<file path="src/ntb_pkg.sv">
// shared constants and carriers for the bridge memory window setup registers
package ntb_pkg;

    // ****************************************
    // register offsets
    // ****************************************
    localparam logic [11:0] NTB_OFF_DOWN2_SETUP = 12'h00C;
    localparam logic [11:0] NTB_OFF_DOWN3_TBASE = 12'h010;
    localparam logic [11:0] NTB_OFF_DOWN3_SETUP = 12'h014;
    localparam logic [11:0] NTB_OFF_DOWN3_UPPER = 12'h018;
    localparam logic [11:0] NTB_OFF_UP3_SETUP = 12'h034;

    // ****************************************
    // field positions
    // ****************************************
    localparam int NTB_TYPE_BIT = 0;
    localparam int NTB_ATYPE_LSB = 1;
    localparam int NTB_PF_BIT = 3;
    localparam int NTB_SIZE_LSB = 12;
    localparam int NTB_DOWN_SIZE_MSB = 30;
    localparam int NTB_EN_BIT = 31;
    localparam logic [1:0] NTB_ATYPE_32 = 2'h0;
    localparam logic [1:0] NTB_ATYPE_64 = 2'h1;

    // ****************************************
    // reset values
    // ****************************************
    localparam logic [31:0] NTB_RST_DOWN_SETUP = 32'h0000_0000;
    localparam logic [31:0] NTB_RST_DOWN3_TBASE = 32'h0000_0000;
    localparam logic [31:0] NTB_RST_DOWN3_UPPER = 32'h0000_0000;
    localparam logic [31:0] NTB_RST_UP3_SETUP = 32'h0000_0002;

    // ****************************************
    // write masks: ordinary bus path and init path
    // ****************************************
    localparam logic [31:0] NTB_BUS_DOWN_SETUP = 32'h0000_0000;
    localparam logic [31:0] NTB_INIT_DOWN_SETUP = 32'hFFFF_F00E;
    localparam logic [31:0] NTB_RW_TBASE = 32'hFFFF_F000;
    localparam logic [31:0] NTB_RW_UPPER = 32'hFFFF_FFFF;
    localparam logic [31:0] NTB_RW_UP3_SETUP = 32'hFFFF_F008;

    typedef struct packed {
        logic valid;
        logic write;
        logic [3:0] be;
        logic [11:0] addr;
        logic [31:0] wdata;
    } ntb_req_s;

    typedef struct packed {
        logic ack;
        logic [31:0] rdata;
    } ntb_rsp_s;

    typedef struct packed {
        logic [31:0] down2_setup;
        logic [31:0] down3_tbase;
        logic [31:0] down3_setup;
        logic [31:0] down3_upper;
        logic [31:0] up3_setup;
    } ntb_regs_s;

    typedef struct packed {
        logic valid;
        logic hit;
        logic [31:0] addr;
    } ntb_xlat_s;

endpackage : ntb_pkg

</file>
<file path="src/ntb_window_regs.sv">
// memory window setup registers with two bus ports, init load path and window 3 translation
// Contract
// - type bit reads zero: memory space
// - address type 00 is 32-bit, down reset
// - upstream window 3 address type fixed 01
// - size bit one makes base bit writable; here translated base bits 31:12 are writable whatever the size
// - size bit zero read-only; sizes reset zero
// - upper setup mask bits 30:0 writable
// - setup bit 31 enables window, resets zero
// - upper setup bit 31 writable enable
// - translated base bits 31:12 writable, reset zero
// - registers reachable from primary and secondary port
`timescale 1ns/10ps
module ntb_window_regs
    import ntb_pkg::*;
(
    input wire logic clk,
    input wire logic reset,
    input wire ntb_req_s req_p,
    input wire ntb_req_s req_s,
    input wire logic init_write_path,
    input wire logic [11:0] init_addr,
    input wire logic [31:0] init_wdata,
    input wire logic xlat_valid,
    input wire logic [31:0] xlat_addr,
    output ntb_rsp_s rsp_p,
    output ntb_rsp_s rsp_s,
    output ntb_regs_s cfg,
    output ntb_xlat_s fwd
);

    // ****************************************
    // state
    // ****************************************
    typedef struct packed {
        ntb_regs_s regs;
        ntb_rsp_s rsp_p;
        ntb_rsp_s rsp_s;
        ntb_xlat_s fwd;
    } ntb_state_s;

    ntb_state_s st_q;
    ntb_state_s st_d;
    logic [31:0] xmask;

    function automatic logic [31:0] ntb_merge(input logic [31:0] old, input logic [31:0] wd,
                                              input logic [3:0] be, input logic [31:0] m);
        logic [31:0] lanes;
        lanes = {{8{be[3]}}, {8{be[2]}}, {8{be[1]}}, {8{be[0]}}};
        return (old & ~(m & lanes)) | (wd & m & lanes);
    endfunction : ntb_merge

    function automatic logic [31:0] ntb_read(input ntb_regs_s r, input logic [11:0] a);
        case (a)
            NTB_OFF_DOWN2_SETUP: return r.down2_setup;
            NTB_OFF_DOWN3_TBASE: return r.down3_tbase;
            NTB_OFF_DOWN3_SETUP: return r.down3_setup;
            NTB_OFF_DOWN3_UPPER: return r.down3_upper;
            NTB_OFF_UP3_SETUP: return r.up3_setup;
            default: return 32'h0000_0000;
        endcase
    endfunction : ntb_read

    // bus writes and init writes differ only in the mask of the downstream setups
    function automatic ntb_regs_s ntb_write(input ntb_regs_s r, input logic [11:0] a,
                                            input logic [31:0] d, input logic [3:0] be,
                                            input logic init);
        ntb_regs_s n;
        logic [31:0] dm;
        n = r;
        // bit 0 sits outside every setup mask, so the type always reads memory space
        dm = init ? NTB_INIT_DOWN_SETUP : NTB_BUS_DOWN_SETUP;
        case (a)
            NTB_OFF_DOWN2_SETUP: n.down2_setup = ntb_merge(r.down2_setup, d, be, dm);
            NTB_OFF_DOWN3_TBASE: n.down3_tbase = ntb_merge(r.down3_tbase, d, be, NTB_RW_TBASE);
            NTB_OFF_DOWN3_SETUP: n.down3_setup = ntb_merge(r.down3_setup, d, be, dm);
            NTB_OFF_DOWN3_UPPER: n.down3_upper = ntb_merge(r.down3_upper, d, be, NTB_RW_UPPER);
            // type and address type stay outside the mask, so they never move
            NTB_OFF_UP3_SETUP: n.up3_setup = ntb_merge(r.up3_setup, d, be, NTB_RW_UP3_SETUP);
            default: n = r;
        endcase
        return n;
    endfunction : ntb_write

    // ****************************************
    // next state
    // ****************************************
    // size field of the downstream window selects translated bits; bit 31 keeps the original
    assign xmask = {1'b0, st_q.regs.down3_setup[NTB_DOWN_SIZE_MSB:NTB_SIZE_LSB], 12'h000};

    always_comb begin
        st_d = st_q;
        st_d.rsp_p = '0;
        st_d.rsp_s = '0;
        // primary has priority; secondary holds its request until acknowledged
        if (req_p.valid) begin
            st_d.rsp_p.ack = 1'b1;
            if (req_p.write) begin
                st_d.regs = ntb_write(st_q.regs, req_p.addr, req_p.wdata, req_p.be, 1'b0);
            end else begin
                st_d.rsp_p.rdata = ntb_read(st_q.regs, req_p.addr);
            end
        end else if (req_s.valid) begin
            st_d.rsp_s.ack = 1'b1;
            if (req_s.write) begin
                st_d.regs = ntb_write(st_q.regs, req_s.addr, req_s.wdata, req_s.be, 1'b0);
            end else begin
                st_d.rsp_s.rdata = ntb_read(st_q.regs, req_s.addr);
            end
        end
        // the load path lands after the bus write, so it wins a same-cycle clash
        if (init_write_path) begin
            st_d.regs = ntb_write(st_d.regs, init_addr, init_wdata, 4'hF, 1'b1);
        end
        st_d.fwd.valid = xlat_valid;
        st_d.fwd.hit = xlat_valid && st_q.regs.down3_setup[NTB_EN_BIT];
        if (st_d.fwd.hit) begin
            st_d.fwd.addr = (st_q.regs.down3_tbase & xmask) | (xlat_addr & ~xmask);
        end else begin
            st_d.fwd.addr = xlat_addr;
        end
    end

    always_ff @(posedge clk or posedge reset) begin
        if (reset) begin
            st_q <= '0;
            st_q.regs.down2_setup <= NTB_RST_DOWN_SETUP;
            st_q.regs.down3_setup <= NTB_RST_DOWN_SETUP;
            st_q.regs.down3_tbase <= NTB_RST_DOWN3_TBASE;
            st_q.regs.down3_upper <= NTB_RST_DOWN3_UPPER;
            st_q.regs.up3_setup <= NTB_RST_UP3_SETUP;
        end else begin
            st_q <= st_d;
        end
    end

    assign rsp_p = st_q.rsp_p;
    assign rsp_s = st_q.rsp_s;
    assign cfg = st_q.regs;
    assign fwd = st_q.fwd;
endmodule : ntb_window_regs

</file>
<file path="config.mk">
export PLATFORM = sky130hd
export DESIGN_NAME = ntb_window_regs
export DESIGN_NICKNAME = d
export VERILOG_FILES = /design/src/ntb_pkg.sv /design/src/ntb_window_regs.sv
export SDC_FILE = /design/constraint.sdc
export NUM_CORES = 1
export LEC_CHECK = 0
export BUFFER_PORTS_ARGS = -buffer_cell sky130_fd_sc_hd__buf_2
export CAP_MARGIN = 15
export CORE_AREA = 5 5 166 168
export CTS_CLUSTER_DIAMETER = 80
export DETAILED_ROUTE_END_ITERATION = 8
export DIE_AREA = 0 0 171 173
export PLACE_DENSITY = 0.69
export SETUP_SLACK_MARGIN = 0.4
export SYNTH_ARGS = -nofsm -noshare
export SYNTH_HDL_FRONTEND = slang
export SYNTH_SLANG_ARGS = --single-unit
</file>
<file path="constraint.sdc">
create_clock -name clk -period 7.45 [get_ports clk]
set_clock_uncertainty 0.15 [all_clocks]
set_input_delay 0.3725 -clock clk [delete_from_list [all_inputs] [get_ports clk]]
set_output_delay 0.3725 -clock clk [all_outputs]
set_load 0.05 [all_outputs]
</file>
==> results of run 1 <==
==> registers in the layout (all words and copies together), names as in the netlist <==
register and cells:
cfg 119, fwd 34, rsp_p 33, rsp_s 33
==> placed cells by master (no fill, tap or decap), drive strengths merged, types with 24 or more instances in the layout <==
cell	count
a21oi	64
a221oi	31
a222oi	34
a22oi	68
and2	25
buf	426
clkbuf	39
conb	41
dfrtp	219
dlygate4sd3	65
mux2	84
mux2i	24
nand2	74
nand3	29
nor2	68
nor4	24
o21ai	45
==> tightest hold or removal path, stage by stage <==
cell,delay (ns)
buf_2,0.07
a221oi_1,0.07
o21ai_1,0.13
==> layer usage <==
layer	routed length, um	track usage (%)
met5	14	0
met4	1520	10.4
met3	4730	6.12
met2	23300	51.5
met1	17700	39.0
==> how the worst max path moves through the flow <==
stage | end | depth (start not counted)
floorplan | cfg[108] | 1
global placement | rsp_p[27] | 6
detailed placement | rsp_p[18] | 6
CTS | cfg[36] | 7
global route | cfg[43] | 7
finish | cfg[36] | 7
==> power by group <==
group | internal, uW | total (uW) | switching, uW
logic | 98.8 | 337 | 238
clock network | 704 | 1220 | 514
registers | 1210 | 1230 | 20.7
total | 2010 | 2790 | 773
==> per-stage QoR <==
step	instance area [um2]	total power, uW	hold WS [ns]
floorplan	11200	1450	0.254
global placement	13300	1560	0.331
detailed placement	13300	1560	0.333
CTS	14700	2800	0.000395
global route	14700	2880	0.0144
finish	14700	2790	0.00682
==> cells by family after synthesis <==
| family | synth area share [%] |
|---|---|
| flops | 49.7 |
| mux | 10.7 |
| compound gates | 18.7 |
| simple gates | 15.3 |
| other cells | 0.0681 |
| buf+inv | 5.51 |
==> layout make-up <==
cell class | instances | share of cell area [%]
Inverter | 4 | 0.153
Multi-Input combinational cell | 741 | 34.9
Clock inverter | 9 | 0.416
Tap cell | 335 | 2.84
Sequential cell | 219 | 37.2
Timing Repair Buffer | 491 | 19.3
Antenna cell | 5 | 0.0848
Clock buffer | 39 | 5.15
==> flow_summary.yaml, run 1 <==
worst_hold_path:
  min-delay-start: "req_p[5]"
  hp-class: "input pin to register"
  holdPathEnd: "cfg[37]"
  hold_path_depth: 3
sta:
  fmax_ghz: 0.318
  min_period_ns: 3.15
  setup_tns_ns: 0
  drv_slew: 0
  worst_pin_slew_ns: 1.27
  hold_viol: 0
  grt_setup_unrepaired: "false"
  finalSetupViolCount: 0
  fin_ws_ns: 4.30
  post-route-period-util_pct: 42.2
  maxSlewHeadroom_pct: 15.1
floorplanning:
  rows: 59
  start_util_pct: 42.8
  core_um2: 25800
  num_io_pins: 440
  die_h_um: 173
  die_w_um: 171
  die_area_um2: 29600
clock_tree:
  clk_path_buf_depth: 3
  path_clk_slew_ns: 0.06
  cts_resized: 0
  hold_buffers: 64
  cts_sinks: 219
  clkLatencyLatePin_ns: 0.53
  post_cts_buffers: 0
  clock-root-buffer: "clkbuf_16"
  cts-htree-levels: 1
  cts_inserted_buffers: 26
  tritoncts: "built"
route:
  routedWlPerCell_um: 25.7
  ant_nets: 0
  drc: 0
  vias_per_cell: 6.01
  drt-pass1-iter-count: 9
  vias: 11100
  wl_mm: 47.3
  drtIter0Drc: 1568
logic_synthesis:
  yosysWarnings: 0
  yosys.area.top_type: "dfrtp_1"
  yosys_register_bits: 219
  synthesis.area_um2: 11000
  seq_area_frac_synth_pct: 49.7
  synth_top_cell_area_share_pct: 49.7
  synth_common_cells: "219 x dfrtp_1, 84 x mux2_2, 74 x nand2_1"
  synth_edf_count: 0
  synth.distinct_cells: 59
  synth.most_common_cell: "dfrtp_1"
  ys_async_sr_fraction_pct: 100
  syn_inst: 1027
  synthTopCellsByArea: "dfrtp_1 50%, mux2_2 8.6%, a22oi_1 4.6%"
  synth_ff_type: "dfrtp_1"
  syn_area_per_cell_um2: 10.7
global_route:
  grt_pass1_vias: 11500
  gr-total-overflow: 0
  grt_max_degree: 89
  grt_pass1_wl_mm: 70.1
  antenna_found_initial: 4
  grtUsageTotal_pct: 30.5
layout:
  final_nets: 1663
  multi_input_area_um2: 5140
  syn_to_final_growth_pct: 33.7
  finalNonFillerCells: 1843
  ff_latch_area_um2: 5480
  nFillCells: 2270
  layout-drive-gt1-share_pct: 38.7
  utilization_pct: 57.2
setup_path:
  path_buf_inv: 2
  critPathArrivalTime_ns: 3.46
  r2r_start: "cfg[95]"
  worst_path_max_delay_cell: "nor4_4"
  ff2ff_setup_slack_ns: 5.35
  crit_path_end_kind: "register"
  critical-path-max-stage-delay_ns: 1.01
  required_ns: 7.77
  rr_worst_depth: 3
  worstSetupPathType: "input pin to register"
  r2r-end: "fwd[17]"
  startpoint: "init_addr[9]"
  cp_max_fo: 16
  critical_path.top_delay_family: "simple AND/OR/NAND/NOR gates"
  cp_cell_sequence: "buf_2, or4_4, or3_1, nor4_4, a221oi_1, o21ai_1, dlygate4sd3_1"
  crit_path_start_kind: "input pin"
status:
  outcome: "completed"
placed_design:
  gp_congestion: 0.915
  dp_slack_ns: 4.00
  dp_cells: 1725
  hpwl_mm: 32.9
  place.port_buffers: 398
power:
  total_leakage_power_uw: 0.00712
  irDropWorstVdd_mv: 0.150
  p_per_area_nw_per_um2: 189
run:
  drv_cap: 0
Power figures use the tool's default switching activity.
==> inputs of run 2 (changes only) <==
Settings changed: CORE_AREA 5 5 166 168 to 5 5 170 172, DIE_AREA 0 0 171 173 to 0 0 175 177.
Clock period 7.45 ns to 2.7 ns, I/O delays scaled along.
==> flow_summary.yaml, run 2 (synthesis results as in run 1) <==
status:
  outcome: "completed"
route:
  drtIter0Drc: 1396
  vias: 11700
  wl_mm: 47.9
  drt-pass1-iter-count: 6
  vias_per_cell: 5.88
  routedWlPerCell_um: 24.2
  ant_nets: 0
  drc: 0
placed_design:
  gp_congestion: 0.898
  place.port_buffers: 398
  placed_area_um2: 13700
  hpwl_mm: 33.5
floorplanning:
  num_io_pins: 440
  die_w_um: 175
  core_um2: 27300
  rows: 61
  start_util_pct: 40.4
  die_area_um2: 31000
  die_h_um: 177
clock_tree:
  clkLatencyLatePin_ns: 0.53
  tritoncts: "built"
  cts_inserted_buffers: 25
  clk_path_buf_depth: 3
  cts_sinks: 219
  clock-root-buffer: "clkbuf_16"
  cts-htree-levels: 1
  path_clk_slew_ns: 0.06
global_route:
  grt_pass1_wl_mm: 71.4
  grt_max_degree: 75
  grt_pass1_vias: 12000
  gr-total-overflow: 0
  grtUsageTotal_pct: 29.6
  antenna_found_initial: 8
layout:
  multi_input_area_um2: 5190
  final_cell_area_um2: 16000
  mostFrequentLayoutCell: "buf_2"
  nFillCells: 2368
  layout-drive-gt1-share_pct: 38.9
  final_nets: 1791
  largest_reg_flops: 119
  ff_latch_area_um2: 5480
  layout_common_cells: "398 x buf_2, 219 x dfrtp_1, 146 x dlygate4sd3_1"
  syn_to_final_growth_pct: 45.2
sta:
  finalSetupViolCount: 0
  drv_slew: 0
  fmax_ghz: 0.444
  grt_setup_unrepaired: "false"
  worst_pin_slew_ns: 1.08
  maxSlewHeadroom_pct: 28.0
  hold_viol: 0
  min_period_ns: 2.25
  post-route-period-util_pct: 83.4
setup_path:
  cp_cell_sequence: "buf_2, nor4bb_1, nand4_1, mux2i_1, mux2_2, o21ai_1, dlygate4sd3_1"
  cp_max_fo: 13
  startpoint: "req_s[35]"
  crit_path_end_kind: "register"
  crit_path_start_kind: "input pin"
  worstSetupPathType: "input pin to register"
  critPathArrivalTime_ns: 2.57
  r2r_start: "cfg[95]"
  worst_path_max_delay_cell: "nor4bb_1"
  critical_path.top_delay_family: "simple AND/OR/NAND/NOR gates"
  critical-path-max-stage-delay_ns: 0.60
  path_buf_inv: 2
  required_ns: 3.01
power:
  finalPower_uw: 7820
  total_leakage_power_uw: 0.00772
  p_per_area_nw_per_um2: 488
  irDropWorstVdd_mv: 0.388
worst_hold_path:
  hp-class: "input pin to register"
  min-delay-start: "req_p[46]"
run:
  drv_cap: 0
-- run 2: cell count changes in the layout (fill, tap and decap cells not counted), sizes merged --
cell         change
buf             +48
bufinv           +2
dlygate4sd3     +81
clkbuf           -3
clkinv           -2
-- run 2: what timing repair did --
| action | CTS | global route |
|---|---|---|
| endpoints found under the hold margin | 189 | 0 |
| setup endpoints to repair | 0 | 9 |
| setup buffers | 0 | 0 |
| hold buffers | 146 | 0 |
| resized for setup | 0 | 3 |
-- run 2: layer usage --
layer / track usage [%] / routed length (um)
met5: 0 / 46
met4: 12.4 / 2060
met3: 7.71 / 4650
met2: 49.5 / 23000
met1: 36.6 / 18200
-- run 2: where the power goes --
group | internal, uW | leakage (uW) | switching (uW)
sequential | 3340 | 0.00295 | 56.1
combinational | 353 | 0.00438 | 691
clock | 1980 | 0.000392 | 1400
-- run 2: metrics by stage --
stage / setup TNS (ns) / setup WS [ns] / std cells / util [%] / hold WS (ns)
2_1_floorplan: -96.16 / -0.439 / 1066 / - / 0.0164
3_3_place_gp: 0 / 0.108 / 1784 / 50.3 / 0.0931
3_5_place_dp: 0 / 0.0205 / 1784 / 50.3 / 0.0944
4_1_cts: 0 / 0.459 / 1975 / 58.6 / 0.00114
5_1_grt: 0 / 0.426 / 1980 / 58.7 / 0.0209
6_report: 0 / 0.448 / 1980 / 58.7 / 0.0109
-- run 2: final cells by class --
type	instances	share of cell area (%)
antenna	5	0.0781
sequential	219	34.2
inverter	4	0.117
timing repair buffer	620	25.5
clock buffer	36	4.35
multi-input combinational	741	32.4
tap	346	2.70
clock inverter	9	0.656
-- run 2: final timing paths --
check	slack, ns	to	cells after the start
worst max-delay path	0.45	cfg[63]	7
worst max register to register	0.66	fwd[17]	3
min in group asynchronous	0.11	cfg[140]	3
worst min-delay path	0.01	cfg[23]	5
max in group asynchronous	1.48	cfg[123]	4
worst min register to register	0.39	rsp_p[5]	1
-- run 2: worst register-to-register path: cells and delay by family (launching register included) --
| family | cells | cell delay [ns] |
|---|---|---|
| muxes | 1 | 0.32 |
| and+or+nand+nor | 2 | 1.03 |
| DFF | 1 | 0.41 |
